<file path="config.mk">
export PLATFORM = sky130hd
export DESIGN_NAME = adc_result_port
export DESIGN_NICKNAME = d
export VERILOG_FILES = /design/src/rtl/adcrp_pkg.sv /design/src/rtl/adcrp_sync.sv /design/src/rtl/adcrp_divider.sv /design/src/rtl/adc_result_port.sv
export SDC_FILE = /design/constraint.sdc
export NUM_CORES = 1
export LEC_CHECK = 0
export BUFFER_PORTS_ARGS = -buffer_cell sky130_fd_sc_hd__buf_2
export CAP_MARGIN = 25
export CORE_ASPECT_RATIO = 0.5
export CORE_MARGIN = 2
export CORE_UTILIZATION = 38
export DETAILED_ROUTE_END_ITERATION = 7
export PLACE_DENSITY = 0.7
export SYNTH_ARGS = -nofsm -noshare
export SYNTH_HDL_FRONTEND = slang
export SYNTH_HIERARCHICAL = 1
export SYNTH_SLANG_ARGS = --single-unit
export TNS_END_PERCENT = 10
</file>
<file path="constraint.sdc">
create_clock -name clk -period 5.8 [get_ports clk]
set_clock_uncertainty 0.1 [all_clocks]
set_input_delay 1.45 -clock clk [delete_from_list [all_inputs] [get_ports clk]]
set_output_delay 1.45 -clock clk [all_outputs]
set_load 0.005 [all_outputs]
</file>
<file path="src/rtl/adcrp_pkg.sv">
// Shared constants, types and helpers of the converter result port
package adcrp_pkg;
  // ****************************************
  // Timing
  // ****************************************
  localparam int CLK_PERIOD_NS = 100;
  localparam int CONV_TIME_NS = 500;
  localparam int CONV_CYCLES = (CONV_TIME_NS + CLK_PERIOD_NS - 1) / CLK_PERIOD_NS;
  localparam logic [7:0] CONV_LAST = 8'(CONV_CYCLES - 1);
  localparam int SCLK_HALF_NS = 200;
  localparam int SCLK_HALF_CYCLES = (SCLK_HALF_NS + CLK_PERIOD_NS - 1) / CLK_PERIOD_NS;
  localparam int RESULT_BITS = 16;
  localparam logic [4:0] LAST_BIT = 5'h0F;
  localparam logic [4:0] ALL_BITS = 5'h10;

  // ****************************************
  // Register map and fields
  // ****************************************
  localparam logic [7:0] OFS_CTRL = 8'h00;
  localparam logic [7:0] OFS_STATUS = 8'h04;
  localparam logic [7:0] OFS_CLEAR = 8'h08;
  localparam logic [7:0] OFS_ENABLE = 8'h0C;
  localparam logic [7:0] OFS_RESULT = 8'h10;
  localparam logic [4:0] CTRL_RESET = 5'h00;
  localparam logic [2:0] IRQ_RESET = 3'h0;
  localparam int EV_CONV = 0;
  localparam int EV_RDERR = 1;
  localparam int EV_RDDONE = 2;

  // ****************************************
  // Pin positions on the result bus
  // ****************************************
  localparam int PIN_SERIAL_RESULT_OUT = 8;
  localparam int PIN_SCLK = 9;
  localparam int PIN_FRAME = 10;
  localparam int PIN_INCOMPLETE_READ = 11;

  // ****************************************
  // Types
  // ****************************************
  typedef enum logic [1:0] {
    RD_IDLE = 2'b00,
    RD_SHIFT = 2'b01,
    RD_HOLD = 2'b11
  } adcrp_rd_t;

  typedef struct packed {
    logic frame_polarity_select;
    logic clock_invert_select;
    logic clock_source_select;
    logic output_format_select;
    logic serial_parallel_select;
  } adcrp_ctrl_t;

  typedef struct packed {
    logic chipSelect_n;
    logic read_n;
    logic conversion_start_n;
    logic serialClock;
    logic daisy_chain_in;
  } adcrp_pinin_t;

  typedef struct packed {
    logic [15:0] pinOut;
    logic [15:0] pinOe;
  } adcrp_pins_t;

  // Straight binary when high, two's complement when low
  function automatic logic [15:0] adcrp_fmt(input logic [15:0] raw, input logic straight);
    adcrp_fmt = straight ? raw : {~raw[15], raw[14:0]};
  endfunction
endpackage

</file>
<file path="src/rtl/adcrp_sync.sv">
// Two-flop synchroniser for pin inputs
`timescale 1ns/1ns
module adcrp_sync #(
  parameter int WIDTH = 5
) (
  // Clock and reset
  input wire logic clk,
  input wire logic reset_n,
  // Data
  input wire logic [WIDTH-1:0] async,
  output logic [WIDTH-1:0] synced
);
  logic [WIDTH-1:0] stage1;

  always_ff @(posedge clk or negedge reset_n) begin
    if (!reset_n) begin
      stage1 <= '1;
      synced <= '1;
    end else begin
      stage1 <= async;
      synced <= stage1;
    end
  end
endmodule // adcrp_sync

</file>
<file path="src/rtl/adcrp_divider.sv">
// Tick divider for the master serial clock
`timescale 1ns/1ns
module adcrp_divider #(
  parameter int HALF = 2
) (
  // Clock and reset
  input wire logic clk,
  input wire logic reset_n,
  // Control
  input wire logic run,
  output logic tick
);
  logic [7:0] count;

  always_ff @(posedge clk or negedge reset_n) begin
    if (!reset_n) begin
      count <= 8'h00;
    end else if (!run || tick) begin
      count <= 8'h00;
    end else begin
      count <= count + 8'h01;
    end
  end

  assign tick = run && (count == 8'(HALF - 1));
endmodule // adcrp_divider

</file>
<file path="src/rtl/adc_result_port.sv">
// Converter result port: parallel and serial output with APB control
//
// Added by the designer: the placing of the registers and the APB interface to the registers.
`timescale 1ns/1ns
// What this block does
// - Select low: bits 8 to 11 act as parallel data outputs.
// - Select high: bits 8 to 11 become data, clock, frame and error.
// - Serial result leaves its shift register most significant bit first.
// - Result encoding follows the output format select.
// - Clock source select decides if the serial clock is driven or taken.
// - Master mode holds each bit across the leading serial clock edge and changes it on the trailing one.
// - Slave, no inversion: data changes on rise, host samples on fall.
// - Slave, inverted: data changes on fall, host samples on rise.
// - Master mode drives a frame signal alongside its own clock.
// - Frame polarity low: frame high while serial data is valid.
// - Frame polarity high: frame low while serial data is valid.
// - Slave read cut by conversion end: data dropped, error pulsed.
// - Bits 12 to 15 stay data outputs in every mode.
// - Busy rises at conversion start, falls once result is loaded.
// - Falling conversion start input begins a conversion.
// - Output drivers on only while chip select and read are low.
// - Slave mode passes daisy input out after sixteen clock periods.
module adc_result_port
  import adcrp_pkg::*;
(
  // Clock and reset
  input wire logic clk,
  input wire logic reset_n,
  // APB slave
  input wire logic [7:0] paddr,
  input wire logic psel,
  input wire logic penable,
  input wire logic pwrite,
  input wire logic [31:0] pwdata,
  output logic [31:0] prdata,
  output logic pready,
  output logic pslverr,
  // Converter core
  input wire logic [15:0] coreResult,
  // Host pins
  input wire logic chipSelect_n,
  input wire logic read_n,
  input wire logic conversion_start_n,
  input wire logic serialClockIn,
  input wire logic daisy_chain_in,
  output adcrp_pins_t dataPins,
  output logic busy,
  // Interrupt
  output logic irq
);
  // ****************************************
  // State
  // ****************************************
  typedef struct packed {
    adcrp_ctrl_t ctrl;
    logic [2:0] status;
    logic [2:0] enable;
    logic [15:0] result;
    logic [15:0] shifter;
    logic [4:0] bitCount;
    adcrp_rd_t rd;
    logic busy;
    logic [7:0] convCount;
    logic sclkOut;
    logic sclkPrev;
    logic cnvPrev;
    logic rdErr;
    logic apbAck;
    logic apbErr;
    logic [31:0] prdata;
    adcrp_pins_t pins;
  } adcrp_state_t;

  adcrp_state_t s;
  adcrp_state_t next_s;
  adcrp_pinin_t sIn;
  logic tick;
  logic busEn;
  logic master;
  logic activeEdge;
  logic convDone;
  logic cnvFall;
  logic apbAccess;
  logic apbWrite;
  logic [2:0] ev;

  // ****************************************
  // Pin synchronisers and clock divider
  // ****************************************
  adcrp_sync #(
    .WIDTH(5)
  ) u_sync (
    .clk(clk),
    .reset_n(reset_n),
    .async({chipSelect_n, read_n, conversion_start_n, serialClockIn, daisy_chain_in}),
    .synced(sIn)
  );

  adcrp_divider #(
    .HALF(SCLK_HALF_CYCLES)
  ) u_div (
    .clk(clk),
    .reset_n(reset_n),
    .run(master && s.rd == RD_SHIFT),
    .tick(tick)
  );

  // ****************************************
  // Decodes
  // ****************************************
  assign busEn = !sIn.chipSelect_n && !sIn.read_n;
  assign master = !s.ctrl.clock_source_select;
  assign activeEdge = s.ctrl.clock_invert_select ? (s.sclkPrev && !sIn.serialClock)
                                                 : (!s.sclkPrev && sIn.serialClock);
  assign cnvFall = s.cnvPrev && !sIn.conversion_start_n;
  assign convDone = s.busy && s.convCount == CONV_LAST;
  assign apbAccess = psel && penable && !s.apbAck;
  assign apbWrite = psel && penable && s.apbAck && pwrite;

  // ****************************************
  // Next state
  // ****************************************
  always_comb begin
    next_s = s;
    ev = 3'h0;
    next_s.rdErr = 1'b0;
    next_s.sclkPrev = sIn.serialClock;
    next_s.cnvPrev = sIn.conversion_start_n;

    // APB
    next_s.apbAck = apbAccess;
    next_s.apbErr = 1'b0;
    if (apbAccess) begin
      unique case (paddr)
        OFS_CTRL: next_s.prdata = {27'h0, s.ctrl};
        OFS_STATUS: next_s.prdata = {29'h0, s.status};
        OFS_ENABLE: next_s.prdata = {29'h0, s.enable};
        OFS_RESULT: next_s.prdata = {16'h0, s.result};
        OFS_CLEAR: next_s.prdata = 32'h0;
        default: begin
          next_s.prdata = 32'h0;
          next_s.apbErr = 1'b1;
        end
      endcase
    end
    if (apbWrite && paddr == OFS_CTRL) begin
      next_s.ctrl = pwdata[4:0];
    end
    if (apbWrite && paddr == OFS_ENABLE) begin
      next_s.enable = pwdata[2:0];
    end

    // Conversion
    if (!s.busy && cnvFall) begin
      next_s.busy = 1'b1;
      next_s.convCount = 8'h00;
    end else if (s.busy) begin
      next_s.convCount = s.convCount + 8'h01;
    end
    if (convDone) begin
      next_s.busy = 1'b0;
      next_s.result = adcrp_fmt(coreResult, s.ctrl.output_format_select);
      ev[EV_CONV] = 1'b1;
      if (s.rd != RD_SHIFT || (!master && s.bitCount != ALL_BITS)) begin
        next_s.shifter = adcrp_fmt(coreResult, s.ctrl.output_format_select);
      end
    end

    // Serial read sequence
    unique case (s.rd)
      RD_IDLE: begin
        next_s.bitCount = 5'h00;
        next_s.sclkOut = 1'b0;
        if (s.ctrl.serial_parallel_select && busEn && (!master || !s.busy)) begin
          next_s.rd = RD_SHIFT;
        end
      end
      RD_SHIFT: begin
        if (!busEn) begin
          next_s.rd = RD_IDLE;
          next_s.bitCount = 5'h00;
        end else if (master) begin
          if (tick && !s.sclkOut) begin
            next_s.sclkOut = 1'b1;
          end else if (tick) begin
            next_s.sclkOut = 1'b0;
            next_s.shifter = {s.shifter[14:0], 1'b0};
            next_s.bitCount = s.bitCount + 5'h01;
            if (s.bitCount == LAST_BIT) begin
              next_s.rd = RD_HOLD;
              ev[EV_RDDONE] = 1'b1;
            end
          end
        end else if (convDone && s.bitCount != 5'h00 && s.bitCount != ALL_BITS) begin
          next_s.rd = RD_HOLD;
          next_s.rdErr = 1'b1;
          ev[EV_RDERR] = 1'b1;
        end else if (activeEdge) begin
          next_s.shifter = {s.shifter[14:0], sIn.daisy_chain_in};
          if (s.bitCount != ALL_BITS) begin
            next_s.bitCount = s.bitCount + 5'h01;
          end
          if (s.bitCount == LAST_BIT) begin
            ev[EV_RDDONE] = 1'b1;
          end
        end
      end
      RD_HOLD: begin
        next_s.sclkOut = 1'b0;
        if (!busEn) begin
          next_s.rd = RD_IDLE;
          next_s.bitCount = 5'h00;
        end
      end
      default: begin
        next_s.rd = RD_IDLE;
      end
    endcase

    // Interrupt status, set wins over clear
    if (apbWrite && paddr == OFS_CLEAR) begin
      next_s.status = s.status & ~pwdata[2:0];
    end
    next_s.status = next_s.status | ev;

    // Pins
    next_s.pins.pinOut = s.result;
    next_s.pins.pinOe = busEn ? 16'hFFFF : 16'h0000;
    if (s.ctrl.serial_parallel_select) begin
      next_s.pins.pinOe = 16'h0000;
      next_s.pins.pinOe[15:12] = {4{busEn}};
      next_s.pins.pinOut[PIN_SERIAL_RESULT_OUT] = s.shifter[15];
      next_s.pins.pinOe[PIN_SERIAL_RESULT_OUT] = busEn;
      next_s.pins.pinOut[PIN_SCLK] = s.sclkOut ^ s.ctrl.clock_invert_select;
      next_s.pins.pinOe[PIN_SCLK] = busEn && master;
      next_s.pins.pinOut[PIN_FRAME] = (s.rd == RD_SHIFT) ^ s.ctrl.frame_polarity_select;
      next_s.pins.pinOe[PIN_FRAME] = busEn && master;
      next_s.pins.pinOut[PIN_INCOMPLETE_READ] = s.rdErr;
      next_s.pins.pinOe[PIN_INCOMPLETE_READ] = busEn && !master;
    end
  end

  // ****************************************
  // Registers
  // ****************************************
  always_ff @(posedge clk or negedge reset_n) begin
    if (!reset_n) begin
      s <= '0;
      s.ctrl <= CTRL_RESET;
      s.status <= IRQ_RESET;
      s.enable <= IRQ_RESET;
      s.rd <= RD_IDLE;
      s.sclkPrev <= 1'b1;
      s.cnvPrev <= 1'b1;
    end else begin
      s <= next_s;
    end
  end

  assign prdata = s.prdata;
  assign pready = s.apbAck;
  assign pslverr = s.apbAck && s.apbErr;
  assign dataPins = s.pins;
  assign busy = s.busy;
  assign irq = |(s.status & s.enable);
endmodule // adc_result_port

</file>
; ---- Yosys cells after proc, flatten, opt, wreduce, memory -nomap -nowiden
; Index checks and enable logic that the tools add are counted.
[totals]
out_inout_bits = 68
elab_cells = 157
regBits = 147
[op_classes]
n_addsub = 3
n_mux = 49
n_eq_ne = 23
bitwise = 7
n_reduce_logical = 50
[ops]
columns = cell, n
row1 = 2-to-1 mux 16 bit, 7
row2 = 2-to-1 mux 23 bit, 3
row3 = case mux 16 bit (4 select lines), 1
row4 = 2-to-1 mux 21 bit, 2
row5 = 2-to-1 mux 33 bit, 1
row6 = logical AND 1 bit, 24
row7 = 2-to-1 mux 8 bit, 3
row8 = 2-to-1 mux 1 bit, 19
row9 = adder 8 x 1 -> 8 bit (second input constant), 2
row10 = == test 8 x 3 -> 1 bit (second input constant), 2
row11 = == test 8 x 4 -> 1 bit (second input constant), 2
row12 = != test 4 bit (second input constant), 4
row13 = case mux 5 bit (3 select lines), 1
row14 = 2-to-1 mux 7 bit, 2
row15 = != test 4 x 3 -> 1 bit (second input constant), 3
row16 = logical NOT 1 bit, 10
row17 = 2-to-1 mux 2 bit, 5
row18 = == test 8 x 1 -> 1 bit (second input constant), 1
row19 = == test 8 x 5 -> 1 bit (second input constant), 1
row20 = logical NOT 8 bit, 1
row21 = != test 2 bit (second input constant), 4
row22 = AND reduction 7 bit, 1
row23 = AND 3 bit, 2
row24 = case mux 2 bit (3 select lines), 1
row25 = 25 further kinds, 30

; ---- Depth between registers and ports, before layout
; Gate-level depths: netlist of the first run.
[depth]
depth_word = 10
depth_mapped = 12
mapped_depth_nobuf = 10

; ---- Hierarchy
; Netlist of the first run, hierarchy kept.
[modules_own_cells]
columns = mod, cells_per_inst, area_each_um2, seq_area_each_um2, n_inst
row1 = adc_result_port, 460, 4879.7, 2529.9, 1
row2 = adcrp_divider, 40, 401.6, 200.2, 1
row3 = adcrp_sync, 10, 262.8, 262.8, 1

; ---- Worst setup path after synthesis of the first run
; No wires, ideal clock.
[synth_path]
kind = register -> register
from = register s[80] (netlist bit)
to = register s[83] (netlist bit)
synth_period_minus_slack_ps = 3004
stages_incl_launch_ff = 12
arrival_time_ps = 2805
required_ps = 5601
setup_time_ps = 99
setup_slack_ps = 2796
path_buffers = 1
path_cell_list = dfrtp_1 > inv_1 > ha_1 > buf_2 > nor2b_1 > inv_1 > nor3_1 > a211oi_1 > a221o_1 > a211o_1 > a211o_4 > o311ai_4
[synth_via]
elab_chain_len = 6
word_cells_on_any_way = 15
[synth_rtl]
columns = element, line_no
row1 = "start, declared", adc_result_port.sv:74  ; adcrp_state_t s;
row2 = "start signal, assigned", adc_result_port.sv:256  ; s <= next_s;
row3 = == test 2 x 1 -> 1 bit (*), adc_result_port.sv:104  ; .run(master && s.rd == RD_SHIFT),
row4 = logical AND 1 bit (*), adc_result_port.sv:104
row5 = logical AND 1 bit (*), adcrp_divider.sv:25  ; assign tick = run && (count == 8'(HALF - 1));
row6 = named net tick, adc_result_port.sv:77  ; logic tick;
row7 = logical AND 1 bit, adc_result_port.sv:183  ; if (tick && !s.sclkOut) begin
row8 = != test 4 bit (no source line), n/a
row9 = AND reduction 7 bit (no source line) (*), n/a
; The timed path passes the listed nets; every way through them passes the cells marked *.
; A chain may end at the register's enable or synchronous reset.

; ---- Final worst setup path of the first run
; Ends and elaborated chain as after synthesis.

==> summary.txt, run 1 <==
Timing
  • Setup TNS: 0 ns
  • Period minus WS final: ~3.4 ns
  • Hold Fails Final Rpt: 0
  • RSZ-0062 raised after global routing: false
  • Final setup viols: 0
  • Fmax: approximately 0.29 GHz
  • Final Cycle Share: between 50% and 60%
  • Count of pins over their slew limit: 0
  • Measured slew at the worst slew-check pin: 0.895 ns
  • Setup ws final: approximately 2.4 ns
  • Max-slew headroom: between 40% and 50%

Die
  • Rows: 31
  • Core area: 14,400 um^2
  • Boundary pin count: between 100 and 150
  • Die width: ~170 um
  • Initial Util: 38.6%
  • Die Y: approximately 90 um
  • Die ar.: roughly 16,000 um^2

Min path
  • Hold Path End: u_sync/synced[4]$_DFF_PN1_
  • Worst hold path startpoint: u_sync/stage1[4]$_DFF_PN1_
  • Worst hold path class: register to register
  • Worst hold path cell count: 0

Route
  • Final WL: between 10,000 and 15,000 um
  • Drt pass-1 iters: 4
  • # DRC: 0
  • Vias/cell: between 4 and 5
  • Vias: ~3,600
  • DR iter-0 viols: around 210
  • Final antenna-violating net count: 0
  • Wirelength per Cell: 14.0 um

Logic synthesis
  • EDFF count, synth: 0
  • Top cells by area, synth: dfrtp_1 48%, buf_4 8.8%, nand2_1 5.8%, dfstp_2 5.7%, mux2i_1 4.9%
  • Synth Cell Area: roughly 5500 um^2
  • Synth top area share: roughly 48%
  • Post-synth top cells: 107 x dfrtp_1, 85 x nand2_1, 65 x buf_4, 27 x mux2i_1, 27 x o21ai_0
  • Largest area contributor in the netlist: dfrtp_1
  • Yosys warns: 6
  • Synth async-reset ratio: between 90% and 100%
  • Most used DFF post-synth: dfrtp_1
  • Synth unique cells: 57
  • Yosys reg bits: ~120
  • Avg Inst Size Synth: about 11 um^2
  • Post-synthesis sequential area ratio: ~54%
  • Cell count after synthesis: approximately 500
  • Most frequent cell after synthesis: dfrtp_1

Global routing
  • Largest net degree at the start of global routing: 65
  • Initial antenna violation count: 0
  • GR Util All Layers: between 10% and 20%
  • Vias in the first global route: roughly 3,500
  • Total gr overflow: 0
  • First-pass GRT wire length: about 18,000 um

Cells and area
  • Design area: roughly 6300 um^2
  • Final #Nets: around 630
  • ANT cells: 0
  • Area Overhead vs Synth: 14.5%
  • Layout cells sized above 1: 27.6%
  • Fin util: ~44%

CTS
  • CTS H-tree lvls: 4
  • CTS Sinks: roughly 120
  • Root buf cell: clkbuf_16
  • CTS Hold Buffers Added: 0
  • CTS clk-pin slew, worst paths: approximately 0.050 ns
  • TritonCTS clock tree: done
  • CTS buffer count: 17
  • Clock buffer depth: 2
  • # Post-CTS Setup Buffers: 0
  • Post-CTS sizing: 0
  • Worst-Skew Late Latency: 0.40 ns

Worst setup path
  • Max incr delay on CP: roughly 0.41 ns
  • Worst r2r src: s[80]$_DFFE_PN0P_
  • Worst EP arrival: around 3.6 ns
  • Worst Reg2Reg Path Length in Cells: 10
  • CP dominant cell by count: inv_1
  • Reg-to-reg slack, setup: approximately 2.4 ns
  • CP Capture Type: register
  • Crit start category: register
  • Required time worst endpoint: approximately 6 ns
  • Crit path kind: register to register
  • Worst reg2reg path endpoint: s[83]$_DFFE_PN0P_
  • CP max-delay cell: nor3_1
  • CP max FO: 8
  • Crit path cell chain: inv_1 > ha_1 > nor2b_1 > inv_1 > nor3_1 > a211oi_1 > a221o_1 > a211o_1 > a211o_4 > o311ai_4

Placement
  • Area after DPL: 5760 um^2
  • Routability Congestion: between 0.8 and 0.9
  • Worst slack, placed: between 2 and 2.5 ns
  • DP HPWL: 7470 um
  • Number of port buffers: 90

Power and ir drop
  • Lkg Pwr: between 3 and 4 nW
  • VDD IR-drop max: approximately 0.24 mV
  • Power Dens Cells: approximately 430 nW/um^2
  • Total Power: around 2.7 mW

Flow run
  • Max_cap viols: 0

Status
  • Status: finished clean
## worst max-delay path by stage
stage | from | end | cells after the start
after detailed placement | paddr[0] | prdata[12]$_DFFE_PN0P_ | 6
after global routing | s[80]$_DFFE_PN0P_ | s[84]$_DFFE_PN0P_ | 10
after CTS | s[80]$_DFFE_PN0P_ | s[83]$_DFFE_PN0P_ | 10
after global placement | paddr[0] | prdata[13]$_DFFE_PN0P_ | 6
after floorplan | s[80]$_DFFE_PN0P_ | s[83]$_DFFE_PN0P_ | 11
final | s[80]$_DFFE_PN0P_ | s[83]$_DFFE_PN0P_ | 10
## layer usage
layer / global-route usage [%] / wire (um)
met3: 4.38 / 438
met1: 18.9 / 5060
met5: 0 / 0
met2: 23.2 / 5080
met4: 6.29 / 114
## report_power, final
part	switching [mW]	internal (mW)	total (mW)
combinational	0.265	0.215	0.481
clock	0.358	0.684	1.04
sequential	0.136	1.04	1.18
## final cells by class
cell class	instances	area, um^2
multi-input combinational	307	1980
tap	198	248
inverter	18	70.1
sequential	119	2990
clock inverter	9	125
fill	1344	8010
timing repair buffer	92	475
clock buffer	23	458
## critical path, delay by kind of cell (launching register included)
kind	cells	cell delay, ns
buffers and inverters	2	0.24
AND/OR/NAND/NOR	2	0.79
AO/OA/AOI/OAI	5	1.44
adder cells (fa/ha/maj)	1	0.36
flip-flops	1	0.39
## cell usage in the layout (no fill, tap or decap), types with 3 or more instances in the layout
| cell | instances |
|---|---|
| a21o_1 | 3 |
| a21oi_1 | 11 |
| a22o_1 | 15 |
| and3_1 | 4 |
| buf_2 | 89 |
| bufinv_16 | 3 |
| clkbuf_1 | 5 |
| clkbuf_16 | 17 |
| clkinv_2 | 4 |
| conb_1 | 16 |
| dfrtp_1 | 107 |
| dfstp_2 | 12 |
| ha_1 | 11 |
| inv_1 | 17 |
| mux2_2 | 11 |
| mux2i_1 | 27 |
| nand2_1 | 85 |
| nand2b_1 | 3 |
| nand3_1 | 14 |
| nand4_1 | 4 |
| nor2_1 | 16 |
| nor3_1 | 3 |
| o21ai_0 | 27 |
| o21ai_1 | 5 |
| o22ai_1 | 4 |
| or3_1 | 4 |
| xnor2_1 | 4 |
| xor2_1 | 4 |
## sequential cells by signal (all words and copies together) (netlist names), 5 cells and up
register / flops
next_s: 12
u_sync/synced: 5
prdata: 16
u_div/count: 8
s: 51
u_sync/stage1: 5
dataPins: 20
## metrics by stage
stage,cells,hold slack (ns)
5_1_grt,766,0.257
4_1_cts,766,0.254
3_5_place_dp,734,0.247
3_3_place_gp,733,0.246
6_report,766,0.253
2_1_floorplan,525,0.245
## cell families after synthesis
| group | Yosys count | share of synthesized area [%] |
|---|---|---|
| buffers and inverters | 99 | 11.4 |
| DFF | 119 | 54.0 |
| muxes | 38 | 7.11 |
| other | 1 | 0.0676 |
| adders and majority gates | 11 | 2.48 |
| AOI/OAI and AO/OA | 80 | 10.4 |
| and+or+nand+nor | 154 | 13.3 |
| xor gates and xnor gates | 8 | 1.26 |
Note: power is estimated with default switching activity, not from simulation.
==> run 2: changes to the inputs <==
PLACE_DENSITY = 0.72   (was 0.7)
clock period = 2.7 ns   (was 5.8 ns; I/O delays follow)
==> run 2 against run 1 <==
Final area up 3.1%. Non-clock buffer count rose by 16. Utilization up 1.4 points. Critical path type unchanged. Critical endpoint unchanged. Largest cell class unchanged.
==> summary.txt, run 2 (synthesized netlist as in run 1, its figures left out) <==
Global routing
  • First-pass GRT wire length: 18,400 um (+5.1%)
  • Initial antenna violation count: 0 (unchanged)
  • Grt peak-use layer: met2
  • Met3 usage: 4.63% (+0.26 points)
  • Total gr overflow: 0 (unchanged)
  • GR Util met1: 18.9% (about the same)
  • Largest net degree at the start of global routing: 64 (-1.5%)
  • Vias in the first global route: 3,668 (+4.0%)
  • GR Util All Layers: 15.4% (+0.83 points)
  • GRT met2 Usage: 26.4% (+3.2 points)

Cells and area
  • Max reg flops: 51 (unchanged)
  • Reg area: 2990 um^2 (unchanged)
  • Multi-input logic area: 2000 um^2 (+0.95%)
  • ANT cells: 0 (unchanged)
  • Commonest non-fill, non-tap cells in the layout: 107 x dfrtp_1, 89 x buf_2, 85 x nand2_1
  • Final #Nets: 648 (+2.5%)
  • Most common cell after layout, fill and taps aside: dfrtp_1
  • Fin util: 45.6% (+1.4 points)
  • Largest Register: s
  • Area Overhead vs Synth: 18.1%
  • Fillers: 1,307 (-2.8%)
  • Layout cells sized above 1: 31.0% (+3.4 points)

Route
  • # DRC: 0 (unchanged)
  • Drt pass-1 iters: 5 (+1)
  • DR iter-0 viols: 110 (-47%)
  • Vias/cell: 4.76 (+1.5%)
  • Final WL: 11,400 um (+6.8%)
  • Final antenna-violating net count: 0 (unchanged)
  • Vias: 3,725 (+3.6%)
  • Wirelength per Cell: 14.6 um (+4.6%)

Die
  • Rows: 31 (unchanged)
  • Die Y: 89.4 um (unchanged)
  • Core area: 14,400 um^2 (unchanged)
  • Die ar.: 15,600 um^2 (unchanged)
  • Initial Util: 38.6% (unchanged)
  • Die width: 175 um (unchanged)
  • Boundary pin count: 134 (unchanged)

Worst setup path
  • Crit start category: register
  • CP Capture Type: register
  • Worst EP arrival: 2.80 ns (-0.82 ns)
  • Required time worst endpoint: 2.92 ns (-3.09 ns)
  • CP max FO: 5 (-3)
  • Crit path kind: register to register

CTS
  • CTS buffer count: 17 (unchanged)
  • TritonCTS clock tree: done
  • Clock buffer depth: 2 (unchanged)
  • Worst-Skew Late Latency: 0.41 ns (about the same)
  • Root buf cell: clkbuf_16
  • CTS clk-pin slew, worst paths: 0.06 ns (about the same)
  • CTS H-tree lvls: 4 (unchanged)
  • CTS Sinks: 119 (unchanged)
  • CTS Hold Buffers Added: 0 (unchanged)

Placement
  • Routability Congestion: 0.847 (-2.6%)
  • Number of port buffers: 90 (unchanged)
  • DP HPWL: 8060 um (+7.9%)

Timing
  • Max-slew headroom: 65.9% (+26 points)
  • Fmax: 0.387 GHz (+32%)
  • Hold Fails Final Rpt: 0 (unchanged)
  • Period minus WS final: 2.58 ns (-0.826 ns)
  • Final Cycle Share: 95.7% (+37 points)
  • Final setup viols: 0 (unchanged)
  • Setup TNS: 0 ns (unchanged)
  • Count of pins over their slew limit: 0 (unchanged)
  • RSZ-0062 raised after global routing: false
  • Measured slew at the worst slew-check pin: 0.510 ns (-0.385 ns)

Power and ir drop
  • Lkg Pwr: 3.27 nW (+3.4%)
  • VDD IR-drop max: 0.528 mV (+120%)
  • Power Dens Cells: 918 nW/um^2 (+120%)

Min path
  • Worst hold path class: input pin to asynchronous set/reset pin

Status
  • Status: finished clean

Flow run
  • Max_cap viols: 0 (unchanged)
==> run 2: worst paths after layout <==
check	from	endpoint	slack, ns	cells after the start
min	reset_n	u_sync/stage1[2]$_DFF_PN1_	0.18	1
max reg2reg	u_div/count[1]$_DFF_PN0_	s[83]$_DFFE_PN0P_	0.12	9
min reg2reg	u_sync/stage1[2]$_DFF_PN1_	u_sync/synced[2]$_DFF_PN1_	0.26	0
max	u_div/count[1]$_DFF_PN0_	s[83]$_DFFE_PN0P_	0.12	9
min in group clk	u_sync/stage1[2]$_DFF_PN1_	u_sync/synced[2]$_DFF_PN1_	0.26	0
max in group asynchronous	reset_n	s[68]$_DFF_PN1_	1.96	2
==> run 2: routing by layer <==
| metal | share of wire (%) | vias to the layer above | wire length (um) |
|---|---|---|---|
| met5 | 0 | - | 0 |
| met2 | 49 | 98 | 5590 |
| met3 | 4.7 | 14 | 534 |
| met1 | 45 | 1839 | 5190 |
| met4 | 1.0 | 0 | 119 |
| li1 | - | 1774 | - |
==> run 2: through the flow <==
step	cell area, um^2	instances	setup slack, ns	hold WS (ns)	power, mW
after floorplan	5620	525	0.00477	0.245	3.40
after global placement	5930	750	0.0852	0.246	3.66
after detailed placement	5930	750	0.0457	0.247	3.72
after CTS	6550	782	0.0522	0.176	6.08
after global routing	6550	782	0.00857	0.176	6.37
final	6550	782	0.116	0.181	6.01
==> run 2: cell type report <==
type | count | area share [%]
sequential | 119 | 45.7
multi-input combinational | 307 | 30.5
timing repair buffer | 108 | 9.56
clock buffer | 18 | 6.71
tap | 198 | 3.79
clock inverter | 14 | 2.66
inverter | 18 | 1.07
==> run 2: power by group <==
part	internal [mW]	leakage [nW]	switching [mW]
registers	2.23	1.48	0.284
clock network	1.48	0.289	0.851
logic	0.533	1.50	0.627
==> run 2: critical path: stages (launching register included) <==
cell and delay (ns):
dfrtp_1 0.37, inv_1 0.06, ha_1 0.12, or4b_4 0.50, nor3_4 0.15, a211oi_1 0.09, a221o_1 0.33, a211o_1 0.25
a211o_4 0.31, o311ai_4 0.21
==> run 2: repair_timing <==
action / CTS / global route
setup endpoints to repair: 0 / 1
gates resized for setup: 0 / 1
endpoints found under the hold margin: 0 / 0
buffers inserted: 0 / 0
